==> src/include/ptp_clock_pkg.sv <==
package ptp_clock_pkg;

  // ==========================================================================
  // Register offsets (byte addresses).
  localparam logic [11:0] ADDR_IRQ_STATUS  = 12'h108;
  localparam logic [11:0] ADDR_IRQ_ENABLE  = 12'h10C;
  localparam logic [11:0] ADDR_SECONDS     = 12'h110;
  localparam logic [11:0] ADDR_NANOSECONDS = 12'h114;
  localparam logic [11:0] ADDR_SUBNS       = 12'h118;
  localparam logic [11:0] ADDR_RATE_ADJUST = 12'h11C;
  localparam logic [11:0] ADDR_COMMAND     = 12'h100;
  localparam logic [11:0] ADDR_TARGET_A_S  = 12'h12C;
  localparam logic [11:0] ADDR_TARGET_A_NS = 12'h130;
  localparam logic [11:0] ADDR_TARGET_B_S  = 12'h13C;
  localparam logic [11:0] ADDR_TARGET_B_NS = 12'h140;
  localparam logic [11:0] ADDR_SYS_IRQ     = 12'h150;

  // ==========================================================================
  // Field positions.
  localparam int BIT_TARGET_A   = 0;
  localparam int BIT_TARGET_B   = 1;
  localparam int BIT_RX_STAMP   = 8;
  localparam int BIT_TX_STAMP   = 12;
  localparam int LSB_GPIO_RISE  = 16;
  localparam int LSB_GPIO_FALL  = 24;
  localparam int BIT_RATE_DIR   = 31;
  localparam int BIT_CMD_READ   = 0;
  localparam int BIT_CMD_LOAD   = 1;
  localparam int BIT_SYS_EVENT  = 0;
  localparam int GPIO_COUNT     = 8;
  localparam logic [31:0] STATUS_MASK  = 32'hFFFF1103;
  localparam logic [31:0] RATE_MASK    = 32'hBFFFFFFF;
  localparam logic [29:0] NS_MASK      = 30'h3FFFFFFF;

  // ==========================================================================
  // Reset values and timing.
  localparam logic [31:0] RESET_WORD    = 32'h00000000;
  localparam logic [31:0] NS_PER_SECOND = 32'h3B9ACA00;
  localparam int          CLK_PERIOD_NS = 10;
  localparam logic [31:0] STEP_NOMINAL  = 32'h0000000A;
  localparam logic [31:0] STEP_SLOW     = 32'h00000009;
  localparam logic [31:0] STEP_FAST     = 32'h0000000B;
  localparam int          GPIO_MIN_NS   = 40;
  // Least hold time, rounded up to whole cycles, plus one.
  localparam int          GPIO_MIN_CYC  = (GPIO_MIN_NS + CLK_PERIOD_NS - 1) / CLK_PERIOD_NS + 1;

endpackage : ptp_clock_pkg
==> src/core/gpio_edge_filter.sv <==
`timescale 1ns/10ps
// Qualifies one input: an edge counts once the new level held long enough.
module gpio_edge_filter
  import ptp_clock_pkg::*;
(
  // Clock and reset.
  input  wire logic clk_sys,
  input  wire logic resetn,
  // Input and qualified edges.
  input  wire logic pinLevel,
  output logic      risePulse,
  output logic      fallPulse
);

  logic       stable;
  logic [3:0] runCount;

  // Counts cycles that the input differs from the accepted level.
  always_ff @(posedge clk_sys or negedge resetn) begin
    if (!resetn) begin
      stable   <= 1'b0;
      runCount <= 4'h0;
    end else if (pinLevel == stable) begin
      runCount <= 4'h0;
    end else if (runCount == 4'(GPIO_MIN_CYC - 1)) begin
      stable   <= pinLevel;
      runCount <= 4'h0;
    end else begin
      runCount <= runCount + 4'h1;
    end
  end

  // One-cycle pulses when the accepted level changes.
  always_comb begin
    risePulse = (pinLevel != stable) && pinLevel && (runCount == 4'(GPIO_MIN_CYC - 1));
    fallPulse = (pinLevel != stable) && !pinLevel && (runCount == 4'(GPIO_MIN_CYC - 1));
  end

endmodule : gpio_edge_filter

==> src/core/ptp_clock_counter_irq.sv <==
`timescale 1ns/10ps
module ptp_clock_counter_irq
  import ptp_clock_pkg::*;
(
  // Clock and reset.
  input  wire logic        clk_sys,
  input  wire logic        resetn,
  // Register port.
  input  wire logic [11:0] regAddr,
  input  wire logic [31:0] regWriteData,
  input  wire logic        regWrite,
  input  wire logic        regRead,
  output logic      [31:0] regReadData,
  // Event inputs.
  input  wire logic [7:0]  gpioPins,
  input  wire logic [7:0]  manualCapture,
  input  wire logic [1:0]  targetClearEnable,
  input  wire logic        txStamped,
  input  wire logic        rxStamped,
  // Time and interrupt outputs.
  output logic      [31:0] liveSeconds,
  output logic      [29:0] liveNanoseconds,
  output logic             timeEventSummary,
  output logic             systemIrq
);

  // ==========================================================================
  // State.
  // The command state only delays a load by one edge; a read snapshot
  // needs no state because it is taken on the edge of the command write.
  typedef enum logic [1:0] {
    CMD_IDLE = 2'b01,
    CMD_LOAD = 2'b10
  } cmd_state_e;

  // Running time, shadows, configuration and event state.
  cmd_state_e  cmdState;
  logic [31:0] seconds;
  logic [29:0] nanoseconds;
  logic [31:0] subns;
  logic [31:0] shadowSeconds;
  logic [29:0] shadowNanoseconds;
  logic [31:0] shadowSubns;
  logic [31:0] rateAdjust;
  logic [31:0] irqEnable;
  logic [31:0] irqStatus;
  logic        summaryEnable;
  logic [31:0] targetSecA;
  logic [29:0] targetNsA;
  logic [31:0] targetSecB;
  logic [29:0] targetNsB;
  logic [1:0]  targetReached;
  logic [7:0]  risePulse;
  logic [7:0]  fallPulse;
  logic [31:0] next_subns;
  logic        subnsWrap;
  logic [31:0] stepNs;
  logic [31:0] next_nsSum;
  logic [31:0] setEvents;
  logic [31:0] clearBits;
  logic        writeStatus;
  logic        cmdRead;
  logic        cmdLoad;

  // Strobes decoded from the register port. The command register is write
  // only; its read bit acts in the cycle of the write, its load bit one cycle later.
  assign writeStatus = regWrite && (regAddr == ADDR_IRQ_STATUS);
  assign cmdRead = regWrite && (regAddr == ADDR_COMMAND) && regWriteData[BIT_CMD_READ];
  assign cmdLoad = regWrite && (regAddr == ADDR_COMMAND) && regWriteData[BIT_CMD_LOAD];

  // ==========================================================================
  // Input qualifiers and target comparators.
  // Every input pin has its own qualifier so that a short glitch on one pin
  // never hides a real edge on another. The comparators are registered, so
  // a target flag appears two edges after the time first reaches it.
  genvar g;
  generate
    for (g = 0; g < GPIO_COUNT; g++) begin : gpioFilters
      gpio_edge_filter filter (
        .clk_sys   (clk_sys),
        .resetn    (resetn),
        .pinLevel  (gpioPins[g]),
        .risePulse (risePulse[g]),
        .fallPulse (fallPulse[g])
      );
    end
  endgenerate

  time_target_compare compareA (
    .clk_sys           (clk_sys),
    .resetn            (resetn),
    .nowSeconds        (seconds),
    .nowNanoseconds    (nanoseconds),
    .targetSeconds     (targetSecA),
    .targetNanoseconds (targetNsA),
    .reached           (targetReached[0])
  );

  time_target_compare compareB (
    .clk_sys           (clk_sys),
    .resetn            (resetn),
    .nowSeconds        (seconds),
    .nowNanoseconds    (nanoseconds),
    .targetSeconds     (targetSecB),
    .targetNanoseconds (targetNsB),
    .reached           (targetReached[1])
  );

  // ==========================================================================
  // Increment arithmetic.
  // The rate fraction is added to the sub-nanoseconds count every cycle.
  // A carry out of that count replaces the nominal step for one cycle only,
  // with nine or eleven nanoseconds chosen by the direction bit.
  // Only one correction can happen per cycle, so the step never leaves
  // the range of nine to eleven nanoseconds.
  always_comb begin
    {subnsWrap, next_subns} = {1'b0, subns} + {3'b000, rateAdjust[29:0]};
    if (subnsWrap) begin
      stepNs = rateAdjust[BIT_RATE_DIR] ? STEP_FAST : STEP_SLOW;
    end else begin
      stepNs = STEP_NOMINAL;
    end
    next_nsSum = {2'b00, nanoseconds} + stepNs;
  end

  // Load command takes effect one cycle later so the write data is settled.
  // A command that asks for both a snapshot and a load takes the snapshot
  // first; the load then copies the shadows, which by then hold the snapshot.
  always_ff @(posedge clk_sys or negedge resetn) begin
    if (!resetn) begin
      cmdState <= CMD_IDLE;
    end else begin
      case (cmdState)
        CMD_IDLE: cmdState <= cmdLoad ? CMD_LOAD : CMD_IDLE;
        CMD_LOAD: cmdState <= CMD_IDLE;
        default:  cmdState <= CMD_IDLE;
      endcase
    end
  end

  // Running time counter.
  // A load replaces all three parts at once and skips that cycle's step.
  // The step is far smaller than a second, so the count can pass one second
  // at most once per cycle and a single subtraction keeps it in range.
  always_ff @(posedge clk_sys or negedge resetn) begin
    if (!resetn) begin
      seconds     <= RESET_WORD;
      nanoseconds <= RESET_WORD[29:0];
      subns       <= RESET_WORD;
    end else if (cmdState == CMD_LOAD) begin
      seconds     <= shadowSeconds;
      nanoseconds <= shadowNanoseconds;
      subns       <= shadowSubns;
    end else begin
      subns <= next_subns;
      if (next_nsSum >= NS_PER_SECOND) begin
        nanoseconds <= 30'(next_nsSum - NS_PER_SECOND);
        seconds     <= seconds + 32'h00000001;
      end else begin
        nanoseconds <= next_nsSum[29:0];
      end
    end
  end

  // Shadow registers: written by software, or snapshot by read command.
  // The shadows serve both directions: a read command overwrites what
  // software wrote for a load, and a later write overwrites a snapshot.
  // Software that mixes the two must rewrite every part before a load.
  always_ff @(posedge clk_sys or negedge resetn) begin
    if (!resetn) begin
      shadowSeconds     <= RESET_WORD;
      shadowNanoseconds <= RESET_WORD[29:0];
      shadowSubns       <= RESET_WORD;
    end else if (cmdRead) begin
      shadowSeconds     <= seconds;
      shadowNanoseconds <= nanoseconds;
      shadowSubns       <= subns;
    end else if (regWrite) begin
      if (regAddr == ADDR_SECONDS) shadowSeconds <= regWriteData;
      if (regAddr == ADDR_NANOSECONDS) shadowNanoseconds <= regWriteData[29:0] & NS_MASK;
      if (regAddr == ADDR_SUBNS) shadowSubns <= regWriteData;
    end
  end

  // Configuration registers.
  // Reserved bits are masked on write so that they always read back as zero.
  // Writes to unmapped offsets fall through and change nothing.
  always_ff @(posedge clk_sys or negedge resetn) begin
    if (!resetn) begin
      rateAdjust    <= RESET_WORD;
      irqEnable     <= RESET_WORD;
      summaryEnable <= 1'b0;
      targetSecA    <= RESET_WORD;
      targetNsA     <= RESET_WORD[29:0];
      targetSecB    <= RESET_WORD;
      targetNsB     <= RESET_WORD[29:0];
    end else if (regWrite) begin
      case (regAddr)
        ADDR_RATE_ADJUST: rateAdjust <= regWriteData & RATE_MASK;
        ADDR_IRQ_ENABLE:  irqEnable <= regWriteData & STATUS_MASK;
        ADDR_SYS_IRQ:     summaryEnable <= regWriteData[BIT_SYS_EVENT];
        ADDR_TARGET_A_S:  targetSecA <= regWriteData;
        ADDR_TARGET_A_NS: targetNsA <= regWriteData[29:0];
        ADDR_TARGET_B_S:  targetSecB <= regWriteData;
        ADDR_TARGET_B_NS: targetNsB <= regWriteData[29:0];
        default: ;
      endcase
    end
  end

  // ==========================================================================
  // Event status: set beats software clear; input edges clear targets.
  // A target flag is set again on every cycle in which the time is still at
  // or past the target, so a software clear only sticks once the target has
  // been moved ahead. A qualified edge on any pin clears the target flags
  // whose clear enable is high, and a set in the same cycle still wins.
  // Capture flags are set by a qualified edge or by a manual capture.
  always_comb begin
    setEvents = RESET_WORD;
    setEvents[BIT_TARGET_A] = targetReached[0];
    setEvents[BIT_TARGET_B] = targetReached[1];
    setEvents[BIT_RX_STAMP] = rxStamped;
    setEvents[BIT_TX_STAMP] = txStamped;
    setEvents[LSB_GPIO_RISE +: GPIO_COUNT] = risePulse | manualCapture;
    setEvents[LSB_GPIO_FALL +: GPIO_COUNT] = fallPulse | manualCapture;
    clearBits = writeStatus ? regWriteData : RESET_WORD;
    clearBits[BIT_TARGET_A] = clearBits[BIT_TARGET_A] ||
                              (targetClearEnable[0] && |(risePulse | fallPulse));
    clearBits[BIT_TARGET_B] = clearBits[BIT_TARGET_B] ||
                              (targetClearEnable[1] && |(risePulse | fallPulse));
  end

  // Status register: clears and sets land together on each edge, and
  // reserved bits are masked so that they can never be set.
  always_ff @(posedge clk_sys or negedge resetn) begin
    if (!resetn) begin
      irqStatus <= RESET_WORD;
    end else begin
      irqStatus <= ((irqStatus & ~clearBits) | setEvents) & STATUS_MASK;
    end
  end

  // Summary and system interrupt.
  // Both outputs are plain gates on registers, so they change on the same
  // edge as a flag or an enable, with no added cycle.
  assign timeEventSummary = |(irqStatus & irqEnable);
  assign systemIrq = timeEventSummary && summaryEnable;

  // ==========================================================================
  // Read data, valid the cycle after the read strobe.
  // Outside that cycle the data are driven to zero, so a stale value is
  // never mistaken for a fresh one.
  always_ff @(posedge clk_sys or negedge resetn) begin
    if (!resetn) begin
      regReadData <= RESET_WORD;
    end else if (regRead) begin
      case (regAddr)
        ADDR_IRQ_STATUS:  regReadData <= irqStatus;
        ADDR_IRQ_ENABLE:  regReadData <= irqEnable;
        ADDR_SECONDS:     regReadData <= shadowSeconds;
        ADDR_NANOSECONDS: regReadData <= {2'b00, shadowNanoseconds};
        ADDR_SUBNS:       regReadData <= shadowSubns;
        ADDR_RATE_ADJUST: regReadData <= rateAdjust;
        ADDR_TARGET_A_S:  regReadData <= targetSecA;
        ADDR_TARGET_A_NS: regReadData <= {2'b00, targetNsA};
        ADDR_TARGET_B_S:  regReadData <= targetSecB;
        ADDR_TARGET_B_NS: regReadData <= {2'b00, targetNsB};
        ADDR_SYS_IRQ:     regReadData <= {30'h0, timeEventSummary, summaryEnable};
        default:          regReadData <= RESET_WORD;
      endcase
    end else begin
      regReadData <= RESET_WORD;
    end
  end

  // The running time is also offered live, for timestamping logic nearby
  // that cannot wait for a snapshot.
  assign liveSeconds = seconds;
  assign liveNanoseconds = nanoseconds;

endmodule : ptp_clock_counter_irq

==> src/core/time_target_compare.sv <==
`timescale 1ns/10ps
// Registered test that the running time has reached a target.
module time_target_compare
  import ptp_clock_pkg::*;
(
  // Clock and reset.
  input  wire logic        clk_sys,
  input  wire logic        resetn,
  // Running time and target.
  input  wire logic [31:0] nowSeconds,
  input  wire logic [29:0] nowNanoseconds,
  input  wire logic [31:0] targetSeconds,
  input  wire logic [29:0] targetNanoseconds,
  // Reached indication.
  output logic             reached
);

  // Equal or later: seconds greater, or seconds equal and nanoseconds not less.
  always_ff @(posedge clk_sys or negedge resetn) begin
    if (!resetn) begin
      reached <= 1'b0;
    end else begin
      reached <= (nowSeconds > targetSeconds) ||
                 ((nowSeconds == targetSeconds) && (nowNanoseconds >= targetNanoseconds));
    end
  end

endmodule : time_target_compare

==> config.mk <==
export PLATFORM = sky130hd
export DESIGN_NAME = ptp_clock_counter_irq
export DESIGN_NICKNAME = d
export VERILOG_FILES = /design/src/include/ptp_clock_pkg.sv /design/src/core/gpio_edge_filter.sv /design/src/core/ptp_clock_counter_irq.sv /design/src/core/time_target_compare.sv
export SDC_FILE = /design/constraint.sdc
export NUM_CORES = 1
export LEC_CHECK = 0
export BUFFER_PORTS_ARGS = -buffer_cell sky130_fd_sc_hd__buf_4
export CAP_MARGIN = 10
export CORE_MARGIN = 5
export CORE_UTILIZATION = 41
export CTS_CLUSTER_DIAMETER = 150
export DETAILED_ROUTE_END_ITERATION = 8
export PLACE_DENSITY = 0.6
export SLEW_MARGIN = 20
export SYNTH_ARGS = -nofsm -noshare
export SYNTH_HDL_FRONTEND = slang
export SYNTH_SLANG_ARGS = --single-unit
==> constraint.sdc <==
create_clock -name clk_sys -period 8.4 [get_ports clk_sys]
set_input_delay 0.42 -clock clk_sys [delete_from_list [all_inputs] [get_ports clk_sys]]
set_output_delay 0.42 -clock clk_sys [all_outputs]
set_load 0.02 [all_outputs]
* After elaboration in Yosys (flattened, before gate mapping)
Cells that the tools add are included.
** Cells by class
- Add/subtract/negate cells :: 12
- Magnitude comparators :: 5
- Eq/ne operators :: 40
- Mux-type cells :: 37
- Bitwise operators :: 15
- Reductions and logical operators :: 78
** Operators by type and width (count)
- $mux 32 :: 11
- $pmux 32 s11 :: 1
- $mux 30 :: 5
- $eq 12x9->1 const B :: 12
- $and 32x32->32 :: 2
- $eq 32x32->1 :: 2
- $gt 32x32->1 :: 2
- $mux 4 :: 16
- $ge 30x30->1 :: 2
- $logic_and 1x1->1 :: 41
- $reduce_and 2->1 :: 18
- $add 32x30->33 :: 1
- $add 32x1->32 const B :: 1
- $add 4x1->4 const B :: 8
- $eq 4x3->1 const B :: 8
- $not 32->32 :: 1
- $or 32x32->32 :: 1
- $reduce_or 32->1 :: 1
- $add 30x4->31 :: 1
- $ge 31x30->1 const B :: 1
- $sub 30x30->30 const B :: 1
- $or 8x8->8 :: 3
- $reduce_bool 2->1 :: 5
- $eq 1x1->1 :: 8
- 8 further kinds :: 35
** Storage, ports and cells
- Register bits :: 460
- Word-level logic and storage cells :: 221

* Longest topological paths before layout
- Word-level depth :: 10
- Gate-level depth with buffers :: 31
- Mapped depth without buffers :: 28

* Hierarchy
From an unflattened synthesis, not the netlist that was laid out.
** Second synthesis, totals
- Cell total of the unflattened synthesis :: 2751
- Area, all modules :: 26859.5 µm²
** By module, submodules not included
- ptp_clock_counter_irq :: instances 1, cells each 2077, area an instance 21351.7 µm², seq. area each 10461.3 µm²
- time_target_compare :: instances 2, cells each 217, area an instance 1567.8 µm², seq. area each 25.0 µm²
- gpio_edge_filter :: instances 8, cells each 30, area an instance 296.5 µm², seq. area each 125.1 µm²

* Worst setup path before layout
Ideal clock, no wire load.
- Path kind :: flip-flop to flip-flop
- Start point :: reg subns[0]
- End point :: reg seconds[28] (netlist: liveSeconds[28])
- Setup time :: 77 ps
- Arrival :: 5851 ps
- Data required time :: 8323 ps
- Slack :: 2472 ps
- Cell stages (with the launch flop) :: 28
- Path buffers :: 2
- Period minus slack after synthesis :: 5928 ps
- Path through :: dfrtp_1 > ha_1 > fa_1 > a211oi_1 > o21ai_0 > o21a_1 > o22ai_1 > a211o_1 > a31oi_1 > a31o_2 > a21o_1 > a21o_1 > nand3_1 > nor2_1 > fa_1 > and2b_1 > buf_4 > nor2_1 > or4_4 > xnor2_2 > nand3_1 > o2111ai_2 > nand3_2 > a2111oi_4 > buf_6 > nand4_1 > xor2_1 > o21ai_1
** On the way
- Cells in the longest elaborated chain, start to end :: 5
** RTL lines
- start, declared :: line ptp_clock_counter_irq.sv:40 : logic [31:0] subns;
- start signal, assigned :: line ptp_clock_counter_irq.sv:153 : subns <= shadowSubns;
- start signal, assigned :: line ptp_clock_counter_irq.sv:155 : subns <= next_subns;
- $add 32x30->33 :: line ptp_clock_counter_irq.sv:117 : {subnsWrap, next_subns} = {1'b0, subns} + {3'b000, rateAdjust[29:0]};
- $mux 2 :: line ptp_clock_counter_irq.sv:118 : if (subnsWrap) begin
- $add 30x4->31 :: line ptp_clock_counter_irq.sv:123 : next_nsSum = {2'b00, nanoseconds} + stepNs;
- $ge 31x30->1 :: line ptp_clock_counter_irq.sv:156 : if (next_nsSum >= NS_PER_SECOND) begin
- $reduce_bool 2->1 (no source line)
- end signal, assigned :: line ptp_clock_counter_irq.sv:151 : seconds <= shadowSeconds;
- end signal, assigned :: line ptp_clock_counter_irq.sv:158 : seconds <= seconds + 32'h00000001;
- end, declared :: line ptp_clock_counter_irq.sv:38 : logic [31:0] seconds;
Every way passes these cells.
A chain may end at the register's enable or synchronous reset.

* Final worst setup path
- Start point :: reg rateAdjust[0]
- End point :: reg seconds[20] (netlist: liveSeconds[20])
** On the way
- Cells in the longest elaborated chain, start to end :: 5
** RTL lines
- start, declared :: line ptp_clock_counter_irq.sv:44 : logic [31:0] rateAdjust;
- start signal, assigned :: line ptp_clock_counter_irq.sv:199 : ADDR_RATE_ADJUST: rateAdjust <= regWriteData & RATE_MASK;
- $add 32x30->33 :: line ptp_clock_counter_irq.sv:117
- $mux 2 :: line ptp_clock_counter_irq.sv:118
- $add 30x4->31 :: line ptp_clock_counter_irq.sv:123
- $ge 31x30->1 :: line ptp_clock_counter_irq.sv:156
- $reduce_bool 2->1 (no source line)
Every way passes these cells.

==> run summary <==
The Yosys step of the flow raised 0 warnings. Buffers inserted during clock tree synthesis total 51. At the later pin of the worst-skew pair, clock insertion delay measures 0.63 ns. The run gives 137.0 uV as the peak supply drop. The routing usage on met2 came out at 0.4052.

The clock transition at the registers of the reported paths was 0.06 ns. The logs give 0 ns for the final total negative setup slack and 0 for the number of DRC violations after detailed routing. The async set-or-reset flop fraction in the synthesized netlist is 1.000, and the number of hold violations in the final report is 0. For the number of antenna violations at the first check in global routing, the log shows 4.

In this run the most used layer during global routing was met2. The count of buffers added on input and output ports is 163. Summed over all cells, the static leakage comes to 13.97 nW. The finished cells cover 0.03028 sq mm.

The area share of the leading cell type in the synthesized netlist was 0.4361; the CTS sink count was 460. During I/O placement, the number of pins put on the boundary was 164. Entering global routing, the biggest net connects 155 pins.

After the last flow step, the layout net total stands at 3,096. In the synthesized netlist, the cells that appear most often are 459 x sky130_fd_sc_hd__dfrtp_1, 299 x sky130_fd_sc_hd__nand2_1, 212 x sky130_fd_sc_hd__a21oi_1, 204 x sky130_fd_sc_hd__o21ai_0, 190 x sky130_fd_sc_hd__ha_1. For the worst setup path, the data arrival time is 7.72 ns. The die outline width was 263.5 um; the area overhead of the layout relative to synthesis was 14.94%. The vertical die dimension came out at 263.5 um. The floorplan has 93 rows.

Routability-driven placement finished with a final weighted congestion of 0.9596. The setup skew after layout was 0.04002 ns; the post-route minimum period was 7.188 ns. Total power for the finished layout comes to 0.005286 W.

In this run, synthesis inferred 0 flip-flops with an integrated enable. For this run, the leading register cell type out of synthesis is sky130_fd_sc_hd__dfrtp_1. Sorting the synthesized cells by area gives the leading types as sky130_fd_sc_hd__dfrtp_1 44%, sky130_fd_sc_hd__ha_1 9.0%, sky130_fd_sc_hd__mux2_2 6.4%, sky130_fd_sc_hd__nand2_1 4.3%, sky130_fd_sc_hd__a21oi_1 4.0%.

The logs give 3,635 for the placed instance count and 2,720 for the number of cells produced by synthesis. For the number of slew-limit violations in the final report, the log shows 0. TritonCTS built the clock tree.

Max-cap violations in this run came to 0. When the netlist entered floorplanning its net count stood at 2,980. Category of the critical setup timing path: flop to flop. Of all cell types, the one taking the most synthesized area is sky130_fd_sc_hd__dfrtp_1. The finished layout holds 3,732 standard cells, fillers aside. The die covers 0.06941 sq mm.

Buffer cell driving the clock tree root: sky130_fd_sc_hd__clkbuf_16. The global-route track usage on met1 was 0.3980; the final wirelength was 98,560 um. The total power density per cell area is 174.6 mW/mm^2, and the global-route met3 utilization is 0.06953. Among all stages on the critical path, the largest delay is contributed by sky130_fd_sc_hd__o21ai_0.

After legalization and detailed placement, the total HPWL measured 71,110 um. At the pin with the least slew margin, the transition time is 1.083 ns. In this design, the stage delay of the slowest critical-path cell is 0.53 ns. The flow ran to the end, and the final reports show no timing, DRC or antenna violations. The detail route stage leaves a number of antenna-violating nets equal to 0. The global-route usage over all layers is 0.2748. In this run the number of H-tree levels came out at 2. The sequential element share of the synthesized area is 0.4371, and the via count of the first global-routing pass is 22.31k. The fraction of the cycle the final worst path needs was 0.8557. The tools report the critical path endpoint category as a flop. The run gives 0 as the final-report setup violation count. The path class of the tightest hold or removal check is primary input to flop. Count of cell types in the netlist: 86. After detailed routing, the average wire length per cell comes to 26.41 um. Derived from the worst setup path, the maximum achievable clock frequency is 139.1 MHz. Before antenna repair, the detailed router went through 8 iterations. Required time at the worst-slack endpoint: 8.93 ns. Worst max-slew margin expressed relative to the limit: 0.2757. The tools report the effective utilization at floorplan as 0.4116. Setup repair after global routing left no endpoint under its margin. The share of layout cells above drive strength 1 was 0.1690. The via density per instance works out to 6.022.

STA classifies the critical path startpoint as a flop. The first global-routing pass estimated 146,700 um of wire. Of all nets on the critical path, the largest fanout is 13. The clock passes through at most 3 buffers. The most common cell in the synthesized netlist is sky130_fd_sc_hd__dfrtp_1.

The standard cell core area is 0.06400 sq mm. The overall via count from detail_route was 22.47k. The logs give 2,400 for the number of violations reported at the end of detailed-routing iteration 0 and 0 for the number of gates given a new drive strength after cts. The synthesized design contains 460 register bits. The synthesized cell area came out at 0.02634 sq mm. Each instance of the synthesized netlist takes up on average 9.683 sq um.

The total overflow left after global routing is 0. The tools report the area of placed instances as 0.02845 sq mm.
-- routing by layer --
layer	vias up	part of all wire
met1	11230	0.44
met3	193	0.098
li1	9975	-
met2	1068	0.42
met5	-	0.00041
met4	6	0.035
-- per-stage QoR --
stage	setup WS, ns	util	hold slack, ns
floorplan	2.472	-	0.1244
detailed placement	1.287	0.4445	0.4226
finish	1.212	0.4731	0.01153
global placement	1.122	0.4445	0.4225
CTS	1.245	0.4730	0.0001911
global route	0.6249	0.4731	0.009914
-- area by class of cell --
class                   instances  area, sq um
repair buffers                197         1531
clock inverters                15        195.2
multi-input cells            1948        13700
diodes                          1        2.502
fillers                      6083        33720
well taps                     855         1070
flip-flops and latches        460        11510
clock buffers                  78         1599
inverters                     178        668.1
-- worst max-delay path: cells and delay by family, from the launching register on --
kind / cells / cell delay (ns)
AOI/OAI and AO/OA: 14 / 3.39
and+or+nand+nor: 6 / 1.40
adders and majority gates: 4 / 1.03
buffers and inverters: 4 / 0.68
DFF: 1 / 0.36
xor gates and xnor gates: 1 / 0.22
-- layout by cell type (no fill, tap or decap), types with 9 or more instances in the layout --
master	instances
sky130_fd_sc_hd__a21o_1	44
sky130_fd_sc_hd__a21oi_1	212
sky130_fd_sc_hd__a221o_1	16
sky130_fd_sc_hd__a221oi_1	42
sky130_fd_sc_hd__a222oi_1	33
sky130_fd_sc_hd__a22o_1	19
sky130_fd_sc_hd__a22oi_1	31
sky130_fd_sc_hd__a31oi_1	19
sky130_fd_sc_hd__a41oi_1	9
sky130_fd_sc_hd__and3_1	10
sky130_fd_sc_hd__buf_4	190
sky130_fd_sc_hd__clkbuf_16	52
sky130_fd_sc_hd__clkbuf_8	20
sky130_fd_sc_hd__dfrtp_1	459
sky130_fd_sc_hd__ha_1	190
sky130_fd_sc_hd__inv_1	178
sky130_fd_sc_hd__mux2_2	150
sky130_fd_sc_hd__mux2i_1	30
sky130_fd_sc_hd__nand2_1	298
sky130_fd_sc_hd__nand2b_1	32
sky130_fd_sc_hd__nand3_1	49
sky130_fd_sc_hd__nand4_1	43
sky130_fd_sc_hd__nor2_1	108
sky130_fd_sc_hd__nor2_2	11
sky130_fd_sc_hd__nor2b_1	64
sky130_fd_sc_hd__nor3_1	43
sky130_fd_sc_hd__o21a_1	18
sky130_fd_sc_hd__o21ai_0	204
sky130_fd_sc_hd__o21ai_1	30
sky130_fd_sc_hd__xnor2_1	61
sky130_fd_sc_hd__xor2_1	45
-- state kept, by name, summed over array words and instances, names as in the netlist --
signal,flops
irqStatus,20
subns,32
compareB.reached,1
summaryEnable,1
rateAdjust,31
gpioFilters.filter.runCount,32
targetNsA,30
targetSecA,32
targetNsB,30
regReadData,32
cmdState,2
shadowSeconds,32
targetSecB,32
shadowNanoseconds,30
irqEnable,20
compareA.reached,1
liveSeconds,32
gpioFilters.filter.stable,8
shadowSubns,32
liveNanoseconds,30
-- where the power goes --
group	internal (W)	switching, W
Clock	0.00143	0.000968
Combinational	0.000187	0.000315
Sequential	0.00231	0.0000797
Total	0.00392	0.00136
-- worst paths after layout --
kind | from | to | slack (ns) | cells after the start
setup / recovery | rateAdjust[0]$_DFFE_PN0P_ | liveSeconds[20]$_DFFE_PN0P_ | 1.21 | 29
hold / removal | rxStamped | irqStatus[8]$_DFF_PN0_ | 0.01 | 2
setup reg to reg | rateAdjust[0]$_DFFE_PN0P_ | liveSeconds[20]$_DFFE_PN0P_ | 1.21 | 29
hold reg to reg | compareB.reached$_DFF_PN0_ | irqStatus[1]$_DFF_PN0_ | 0.45 | 1
max in group asynchronous | resetn | regReadData[23]$_DFF_PN0_ | 6.46 | 3
min in group asynchronous | resetn | shadowNanoseconds[4]$_DFFE_PN0P_ | 0.46 | 2
-- kinds of logic after synthesis --
family          synth area share
mux                      0.07596
xor+xnor                 0.03710
flops                     0.4371
simple gates              0.1313
buf+inv                  0.04608
fa+ha+maj                0.09178
compound gates            0.1808
-- timing repair --
action / CTS / global route
endpoints found under the setup margin: 0 / 0
hold buffers: 3 / 0
buffers inserted: 0 / 0
hold endpoints to repair: 103 / 0
No activity file was read; power rests on OpenSTA's default activity.
